`config.mk`:
```
export PLATFORM = sky130hd
export DESIGN_NAME = osdmap_core
export DESIGN_NICKNAME = d
export VERILOG_FILES = /design/src/hdl/osdmap_pkg.sv /design/src/hdl/osdmap_core.sv
export SDC_FILE = /design/constraint.sdc
export NUM_CORES = 1
export LEC_CHECK = 0
export BUFFER_PORTS_ARGS = -buffer_cell sky130_fd_sc_hd__buf_2
export CORE_MARGIN = 2
export CORE_UTILIZATION = 58
export DETAILED_ROUTE_END_ITERATION = 10
export PLACE_DENSITY = 0.88
export SYNTH_ARGS = -nofsm -noshare
export SYNTH_HDL_FRONTEND = slang
export SYNTH_SLANG_ARGS = --single-unit
```
`constraint.sdc`:
```
create_clock -name pclk -period 7.5 [get_ports pclk]
set_input_delay 1.125 -clock pclk [delete_from_list [all_inputs] [get_ports pclk]]
set_output_delay 1.125 -clock pclk [all_outputs]
set_load 0.01 [all_outputs]
```
`src/hdl/osdmap_pkg.sv`:
```
`default_nettype none

package osdmap_pkg;

  // ---------------------------------------------------------------
  // Register map (word indexes, byte address is four times index)
  // ---------------------------------------------------------------
  localparam logic [9:0] CHARSET_IDX = 10'h0f5;
  localparam logic [9:0] BLKPTR_IDX = 10'h0fc;
  localparam logic [9:0] MODE_IDX = 10'h0f0;
  localparam logic [9:0] STATUS_IDX = 10'h0f1;
  localparam logic [7:0] CHARSET_RESET = 8'h00;
  localparam logic [7:0] BLKPTR_RESET = 8'h00;
  localparam logic [7:0] MODE_RESET = 8'h00;

  // ---------------------------------------------------------------
  // Field positions
  // ---------------------------------------------------------------
  localparam int CHARSET_MAP_BIT = 4;
  localparam int CHARSET_BANK_BIT = 5;
  localparam int MODE_PAR_BIT = 0;
  localparam int MODE_W80_BIT = 1;
  localparam int MODE_LINE_BIT = 2;
  localparam int MODE_SCROLL_BIT = 3;
  localparam int MODE_G0HI_BIT = 4;

  // ---------------------------------------------------------------
  // Display memory layout
  // ---------------------------------------------------------------
  localparam logic [15:0] RAM_BASE = 16'h8000;
  localparam logic [15:0] KBLK_STEP = 16'h0400;
  localparam logic [15:0] HBLK_STEP = 16'h0200;
  localparam logic [15:0] HS_ATTR_OFS = 16'h0080;
  localparam logic [15:0] ROWTAB_OFS = 16'h0100;
  localparam logic [15:0] ROW_CHARS = 16'h0028;
  localparam logic [4:0] FULL_SCROLL_ROW = 5'h18;
  localparam logic [4:0] LINE_SCROLL_ROW = 5'h0c;
  localparam logic [3:0] ROWTAB_LEN = 4'hc;

  // ---------------------------------------------------------------
  // Font ROM layout
  // ---------------------------------------------------------------
  localparam logic [8:0] G0_SET1_BASE = 9'h100;
  localparam logic [8:0] G0_SET2_BASE = 9'h160;
  localparam logic [8:0] NAT_BASE = 9'h100;
  localparam logic [8:0] NAT_LEN = 9'h00d;
  localparam logic [8:0] EXT_HI_BASE = 9'h1c0;
  localparam logic [8:0] EXT_HI_FIRST = 9'h0a0;
  localparam logic [8:0] G0_FIRST = 9'h020;

  // Kinds of display memory fetch
  typedef enum logic [2:0] {
    OSDMAP_PAGE_CHAR,
    OSDMAP_PAGE_ATTR,
    OSDMAP_HS_CHAR,
    OSDMAP_HS_ATTR,
    OSDMAP_ROW_TAB,
    OSDMAP_SCROLL
  } osdmap_kind_type;

  typedef struct packed {
    osdmap_kind_type kind;
    logic [4:0] row;
    logic [5:0] col;
    logic right;
  } osdmap_fetch_type;

  typedef struct packed {
    logic [8:0] code;
    logic serial_mosaic;
    logic serial_separated;
    logic [1:0] shape;
  } osdmap_glyph_type;

  typedef struct packed {
    logic [7:0] charset;
    logic [7:0] blkptr;
    logic [7:0] mode;
    logic ram_valid;
    logic [15:0] ram_addr;
    logic font_valid;
    logic [9:0] font_addr;
    logic font_mosaic;
    logic font_separated;
  } osdmap_state_type;

endpackage : osdmap_pkg

`default_nettype wire

```
`src/hdl/osdmap_core.sv`:
```
`default_nettype none

module osdmap_core (
  input wire logic pclk,
  input wire logic presetn,
  input wire logic psel,
  input wire logic penable,
  input wire logic pwrite,
  input wire logic [11:0] paddr,
  input wire logic [31:0] pwdata,
  output logic [31:0] prdata,
  output logic pready,
  output logic pslverr,
  input wire logic fetch_valid,
  input wire osdmap_pkg::osdmap_fetch_type fetch_req,
  output logic ram_valid,
  output logic [15:0] ram_addr,
  input wire logic glyph_valid,
  input wire osdmap_pkg::osdmap_glyph_type glyph_req,
  output logic font_valid,
  output logic [9:0] font_addr,
  output logic font_mosaic,
  output logic font_separated
);

  // ---------------------------------------------------------------
  // Decoding helpers
  // ---------------------------------------------------------------
  // Position of a code among the 13 nationally varying G0 codes
  function automatic logic [3:0] osdmap_nat_pos(input logic [7:0] c);
    unique case (c)
      8'h23: osdmap_nat_pos = 4'd0;
      8'h24: osdmap_nat_pos = 4'd1;
      8'h40: osdmap_nat_pos = 4'd2;
      8'h5b: osdmap_nat_pos = 4'd3;
      8'h5c: osdmap_nat_pos = 4'd4;
      8'h5d: osdmap_nat_pos = 4'd5;
      8'h5e: osdmap_nat_pos = 4'd6;
      8'h5f: osdmap_nat_pos = 4'd7;
      8'h60: osdmap_nat_pos = 4'd8;
      8'h7b: osdmap_nat_pos = 4'd9;
      8'h7c: osdmap_nat_pos = 4'd10;
      8'h7d: osdmap_nat_pos = 4'd11;
      8'h7e: osdmap_nat_pos = 4'd12;
      default: osdmap_nat_pos = 4'hf;
    endcase
  endfunction : osdmap_nat_pos

  // Word index of an APB address, or all ones when misaligned
  function automatic logic [9:0] osdmap_index(input logic [11:0] a);
    osdmap_index = (a[1:0] == 2'b00) ? a[11:2] : 10'h3ff;
  endfunction : osdmap_index

  osdmap_pkg::osdmap_state_type st_r;
  osdmap_pkg::osdmap_state_type st_nxt;

  logic [9:0] idx;
  logic mapped;
  logic [15:0] page_base;
  logic [15:0] hs_base;
  logic [15:0] row_ofs;
  logic [4:0] row_eff;
  logic [8:0] rom_addr;
  logic is_mosaic;
  logic is_sep;
  logic [3:0] nat_pos;
  logic [3:0] subset;
  logic [1:0] g0_set;
  logic par;
  logic w80;
  logic line;

  // ---------------------------------------------------------------
  // Register decode; the slave never stalls
  // ---------------------------------------------------------------
  assign idx = osdmap_index(paddr);
  assign mapped = (idx == osdmap_pkg::CHARSET_IDX) || (idx == osdmap_pkg::BLKPTR_IDX) ||
                  (idx == osdmap_pkg::MODE_IDX) || (idx == osdmap_pkg::STATUS_IDX);
  assign pready = 1'b1;
  assign pslverr = psel && penable && !mapped;

  // Read data is a mux of flops only, so it is stable through the access
  always_comb begin
    prdata = 32'h0000_0000;
    unique case (idx)
      osdmap_pkg::CHARSET_IDX: prdata = {24'h00_0000, st_r.charset};
      osdmap_pkg::BLKPTR_IDX: prdata = {24'h00_0000, st_r.blkptr};
      osdmap_pkg::MODE_IDX: prdata = {24'h00_0000, st_r.mode};
      osdmap_pkg::STATUS_IDX: prdata = {6'h00, st_r.font_addr, st_r.ram_addr};
      default: prdata = 32'h0000_0000;
    endcase
  end

  // ---------------------------------------------------------------
  // Display memory address generation
  // ---------------------------------------------------------------
  assign par = st_r.mode[osdmap_pkg::MODE_PAR_BIT] && !st_r.mode[osdmap_pkg::MODE_W80_BIT];
  assign w80 = st_r.mode[osdmap_pkg::MODE_W80_BIT];
  assign line = st_r.mode[osdmap_pkg::MODE_LINE_BIT];
  // Pointer n sits at n half-kilobyte steps above the RAM base
  assign page_base = osdmap_pkg::RAM_BASE + {3'h0, st_r.blkptr[3:0], 9'h000};
  assign hs_base = osdmap_pkg::RAM_BASE + {3'h0, st_r.blkptr[7:4], 9'h000};

  // Scroll buffer is the row just past the last displayed one
  always_comb begin
    row_eff = fetch_req.row;
    if (fetch_req.kind == osdmap_pkg::OSDMAP_SCROLL) begin
      row_eff = line ? osdmap_pkg::LINE_SCROLL_ROW : osdmap_pkg::FULL_SCROLL_ROW;
    end
  end

  assign row_ofs = 16'(row_eff * osdmap_pkg::ROW_CHARS) + {10'h000, fetch_req.col};

  // ---------------------------------------------------------------
  // Font ROM mapping
  // ---------------------------------------------------------------
  // Only bit 8 exists in parallel; serial codes are taken as 8 bits
  always_comb begin
    logic [8:0] code;
    logic css;
    code = par ? glyph_req.code : {1'b0, glyph_req.code[7:0]};
    css = par && code[8];
    subset = st_r.charset[3:0];
    g0_set = st_r.mode[osdmap_pkg::MODE_G0HI_BIT] ? subset[3:2] : subset[1:0];
    nat_pos = osdmap_nat_pos(code[7:0]);
    rom_addr = {1'b0, code[7:0]};
    is_mosaic = 1'b0;
    is_sep = 1'b0;
    if (css && code[7:5] == 3'b111) begin
      rom_addr = {4'h0, code[4:0]};
    end else if (css && {1'b0, code[7:0]} >= osdmap_pkg::EXT_HI_FIRST) begin
      // Codes A0h to DFh fill the top 64 slots in order; 80h to 9Fh stay mosaics
      rom_addr = osdmap_pkg::EXT_HI_BASE +
                 ({1'b0, code[7:0]} - osdmap_pkg::EXT_HI_FIRST);
    end else if (css || (!par && glyph_req.serial_mosaic)) begin
      // Mosaic cells are drawn by logic; address is left at the code
      is_mosaic = 1'b1;
      is_sep = par ? glyph_req.shape[1] : glyph_req.serial_separated;
    end else if (code[7:5] != 3'b000 && !code[7]) begin
      if (st_r.charset[osdmap_pkg::CHARSET_MAP_BIT]) begin
        unique case (g0_set)
          2'd1: rom_addr = osdmap_pkg::G0_SET1_BASE + ({1'b0, code[7:0]} - osdmap_pkg::G0_FIRST);
          2'd2: rom_addr = osdmap_pkg::G0_SET2_BASE + ({1'b0, code[7:0]} - osdmap_pkg::G0_FIRST);
          default: rom_addr = {1'b0, code[7:0]};
        endcase
      end else if (nat_pos != 4'hf && subset != 4'h0 && subset != 4'hf) begin
        // Subset 15 is not defined, so it falls back to the basic set
        rom_addr = osdmap_pkg::NAT_BASE + 9'((subset - 4'h1) * osdmap_pkg::NAT_LEN)
                   + {5'h00, nat_pos};
      end
    end
  end

  // ---------------------------------------------------------------
  // Next state
  // ---------------------------------------------------------------
  always_comb begin
    st_nxt = st_r;
    st_nxt.ram_valid = 1'b0;
    st_nxt.font_valid = 1'b0;
    if (psel && penable && pwrite) begin
      unique case (idx)
        osdmap_pkg::CHARSET_IDX: st_nxt.charset = pwdata[7:0];
        osdmap_pkg::BLKPTR_IDX: st_nxt.blkptr = pwdata[7:0];
        osdmap_pkg::MODE_IDX: st_nxt.mode = pwdata[7:0];
        default: st_nxt.charset = st_r.charset;
      endcase
    end
    if (fetch_valid) begin
      st_nxt.ram_valid = 1'b1;
      unique case (fetch_req.kind)
        osdmap_pkg::OSDMAP_PAGE_CHAR, osdmap_pkg::OSDMAP_SCROLL: begin
          // Right half of 80-column rows lies one block higher
          st_nxt.ram_addr = page_base + row_ofs;
          if (w80 && fetch_req.right) begin
            st_nxt.ram_addr = page_base + row_ofs +
                              (line ? osdmap_pkg::HBLK_STEP : osdmap_pkg::KBLK_STEP);
          end
        end
        osdmap_pkg::OSDMAP_PAGE_ATTR: begin
          st_nxt.ram_addr = page_base + row_ofs +
                            (line ? osdmap_pkg::HBLK_STEP : osdmap_pkg::KBLK_STEP);
        end
        osdmap_pkg::OSDMAP_HS_CHAR: st_nxt.ram_addr = hs_base + row_ofs;
        osdmap_pkg::OSDMAP_HS_ATTR: begin
          st_nxt.ram_addr = hs_base + osdmap_pkg::HS_ATTR_OFS + row_ofs;
        end
        osdmap_pkg::OSDMAP_ROW_TAB: begin
          // Table index is row bits 3:0; values 12 to 15 fall back to byte 0 of its 12 bytes
          st_nxt.ram_addr = hs_base + osdmap_pkg::ROWTAB_OFS +
                            ((fetch_req.row[3:0] < osdmap_pkg::ROWTAB_LEN) ?
                             {12'h000, fetch_req.row[3:0]} : 16'h0000);
        end
        default: st_nxt.ram_addr = st_r.ram_addr;
      endcase
    end
    if (glyph_valid) begin
      st_nxt.font_valid = 1'b1;
      st_nxt.font_addr = {st_r.charset[osdmap_pkg::CHARSET_BANK_BIT], rom_addr};
      st_nxt.font_mosaic = is_mosaic;
      st_nxt.font_separated = is_sep;
    end
  end

  // ---------------------------------------------------------------
  // State register
  // ---------------------------------------------------------------
  always_ff @(posedge pclk or negedge presetn) begin
    if (!presetn) begin
      st_r <= '0;
      st_r.charset <= osdmap_pkg::CHARSET_RESET;
      st_r.blkptr <= osdmap_pkg::BLKPTR_RESET;
      st_r.mode <= osdmap_pkg::MODE_RESET;
    end else begin
      st_r <= st_nxt;
    end
  end

  assign ram_valid = st_r.ram_valid;
  assign ram_addr = st_r.ram_addr;
  assign font_valid = st_r.font_valid;
  assign font_addr = st_r.font_addr;
  assign font_mosaic = st_r.font_mosaic;
  assign font_separated = st_r.font_separated;

endmodule : osdmap_core

`default_nettype wire

```
==> metrics.csv <==
metric,value,unit
Final Skew,11.49,ps
Final ANT Viol Nets,0,
cell count after synthesis,606,
combinational share of power,0.329,
slack of the critical path,1362,ps
Max Clk Rate,162.9,MHz
design internal power,0.5225,mW
number of global-route vias before repair,4569,
Sw Share,0.3554,
Top delay family on crit path,adder cells,
total number of vias,4861,
Reg2Reg Depth,18,
die area,9856,um2
Max-Cap Viols,0,
synthesis-to-finish area growth,9.054,%
leakage,2.871,nW
Buf/Inv on CP,3,
library cells used by synthesis,68,
Reg power frac,0.409,
TNS Setup,0,ps
antenna cell count,0,
worst-path fanout max,13,
hold path depth,1,
Std-Cell Rows,34,
CTS Hold Buffers Added,0,
"Clk pin slew, worst setup/hold paths",100,ps
Tmin final,6138,ps
"FF+latch count, synth",54,
"Period Utilization, post-route",0.8184,
number of synthesized flops with an enable pin,0,
crit path kind,in -> reg,
pin count of the biggest net entering global routing,55,
Max Slew Vio Count,0,
CTS Buffer Depth,2,
sequential cell area fraction in the yosys report,0.2567,
Hold Fails Final Rpt,0,
GR Overflow Total,0,
status,"finished, final reports clean",
Die Ht,99.28,um
P_sw,0.2881,mW
crit-path max cell delay,700,ps
starting density of the core,0.6008,
slew margin rel.,0.2334,
IO Pins,143,
CP arrival,6310,ps
First DRT Iteration DRCs,415,
CTS Buf Count,5,
gr usage total,0.2793,
final WL,13770,um
CP cell instances,buf_2 > nand3b_1 > o21ai_0 > ha_1 > fa_1 > nand3_1 > or3_1 > o211ai_1 > a221oi_1 > xnor2_1 > ha_1 > inv_1 > fa_1 > inv_1 > fa_1 > a21oi_1 > nor2_1 > a221oi_1 > o21ai_0,
clk_lat worst skew,330,ps
Max IR drop VDD,0.08019,mV
R2R Path Start,line$_DFFE_PN0P_,
WP data required,7680,ps
CTS tree,yes,
Final setup viols,0,
CP most frequent cell,fa_1,
initial antenna violation count,0,
nets@finish,807,
average wire per standard cell,17.62,um
mean post-synth cell area,8.688,um2
Placeable Area,8763,um2
CTS Root Buffer Type,clkbuf_8,
mapped cell area,5265,um2
Die W,99.28,um
GPL Wtd Cong,0.9093,
Detailed Place HPWL,10680,um
asr flop ratio synth,1.000,
# resized after CTS,0,
clock share of power,0.262,
CP Capture Type,flip-flop,
post-place setup slack,1157,ps
Worst-Margin Slew,1149,ps
Post-CTS Setup Bufs,0,
r2r endpoint,ram_addr[11]$_DFFE_PN0P_,
drt drc,0,
Pwr per Cell Area,141.2,nW/um2
layout cell share with drive strength beyond 1,0.2273,
Hold Path Origin,ram_addr[15]$_DFFE_PN0P_,
PortBufs,110,
"Core Util, Final",0.6552,
H-tree levels,2,
CTS Sinks,54,
worst min-delay path class,reg -> reg,
Storage cell area,1351,um2
"Primary FF master, synth",dfrtp_1,
R2R setup slack,2090,ps
area occupied by multi-input gates,3412,um2
number of vias per cell,6.224,
first-pass GRT wire length,22320,um
slowest CP cell,fa_1,
fill count,733,
Critical Path Source Type,primary input,
RSZ-0062 raised after global routing,no,
WHS,485.6,ps
first-pass detailed-route iteration total,5,
Synthesis Warnings,0,
Worst Hold Path EP,ram_addr[15]$_DFFE_PN0P_,
-- synth_stat cells, types with 4 or more instances --
library cell / count / area (um2)
dfrtp_1: 54 / 1351
nand2_1: 47 / 176.4
ha_1: 46 / 575.6
inv_1: 45 / 168.9
a21oi_1: 37 / 185.2
buf_4: 33 / 247.7
o21ai_0: 33 / 165.2
nor2_1: 29 / 108.9
clkbuf_1: 23 / 86.33
nand3_1: 23 / 115.1
and2_1: 22 / 137.6
mux2_2: 15 / 168.9
xnor2_1: 13 / 113.9
fa_1: 10 / 200.2
nor3_1: 10 / 50.05
o21a_1: 9 / 67.56
a21o_1: 8 / 60.06
a222oi_1: 8 / 80.08
mux2_4: 8 / 120.1
mux2i_1: 8 / 80.08
nor3b_1: 7 / 52.55
xor2_1: 7 / 61.31
and3_1: 6 / 37.54
nand2b_1: 6 / 37.54
nand3b_1: 6 / 45.04
nor2b_1: 6 / 37.54
o31ai_1: 6 / 45.04
a221oi_1: 5 / 43.79
a22o_1: 5 / 43.79
o211ai_1: 5 / 37.54
or3_1: 5 / 31.28
a2111oi_0: 4 / 35.03
a211oi_1: 4 / 30.03
o22ai_1: 4 / 25.02
-- worst max-delay path by stage --
| stage | startpoint | endpoint | slack [ps] | depth (start not counted) |
|---|---|---|---|---|
| floorplan | fetch_req[12] | ram_addr[10]$_DFFE_PN0P_ | 1610 | 23 |
| global placement | fetch_req[13] | ram_addr[10]$_DFFE_PN0P_ | 1220 | 22 |
| detailed placement | fetch_req[13] | ram_addr[10]$_DFFE_PN0P_ | 1160 | 22 |
| CTS | fetch_req[13] | ram_addr[10]$_DFFE_PN0P_ | 1470 | 22 |
| global route | fetch_req[13] | ram_addr[10]$_DFFE_PN0P_ | 940 | 23 |
| finish | fetch_req[13] | ram_addr[11]$_DFFE_PN0P_ | 1360 | 19 |
-- logic make-up (layout without fill, tap and decap cells) --
logic type	Yosys count	in the layout	synth area share
simple gates	184	184	0.1892
compound gates	155	155	0.2013
buf+inv	104	164	0.1008
fa+ha+maj	56	56	0.1473
flops	54	54	0.2567
mux	31	31	0.07011
xor+xnor	20	20	0.03327
other cells	2	9	0.001426
-- layout make-up --
class | count | share of cell area
flip-flops and latches | 54 | 0.2353
repair buffers | 111 | 0.09719
clock buffers | 5 | 0.01199
clock inverters | 3 | 0.008281
inverters | 45 | 0.02942
well taps | 108 | 0.02353
multi-input cells | 455 | 0.5942
-- state kept, by name (all words and copies together) (netlist names) --
register,count
ram_addr,16
font_valid,1
st_r,23
font_separated,1
font_mosaic,1
font_addr,10
line,1
ram_valid,1
-- per-layer routing --
metal,share of wire,global-route usage,vias up
li1,-,-,2265
met1,0.42,0.3806,2327
met2,0.48,0.4766,252
met3,0.083,0.03092,17
met4,0.016,0.07165,0
met5,0,0,-
-- placed cells by master (no fill, tap or decap), drive strengths merged, types with 8 or more instances in the layout --
master,synthesis,layout
ha,46,46
fa,10,10
buf,36,111
a222oi,8,8
a21o,8,8
a21oi,38,38
o21a,9,9
mux2i,8,8
inv,45,46
dfrtp,54,54
conb,2,9
and2,22,22
xnor2,13,13
mux2,23,23
nand3,23,23
nor2,29,29
nand2,47,47
o21ai,33,33
nor3,10,10
-- power groups by stage --
stage          registers, mW  clock network, mW  logic, mW
4_1_cts                0.332              0.213      0.263
3_3_place_gp           0.337                  0      0.252
2_1_floorplan          0.329                  0      0.205
6_report               0.332              0.212      0.267
5_1_grt                0.335              0.222      0.295
3_5_place_dp           0.338                  0      0.262
-- per-stage QoR --
stage               cells  area, um2  power, mW
CTS                   781       5742     0.8085
finish                781       5742     0.8106
floorplan             613       5291     0.5336
detailed placement    773       5625     0.5995
global route          781       5742     0.8516
global placement      773       5625     0.5886
(Power assumes the default switching activity.)
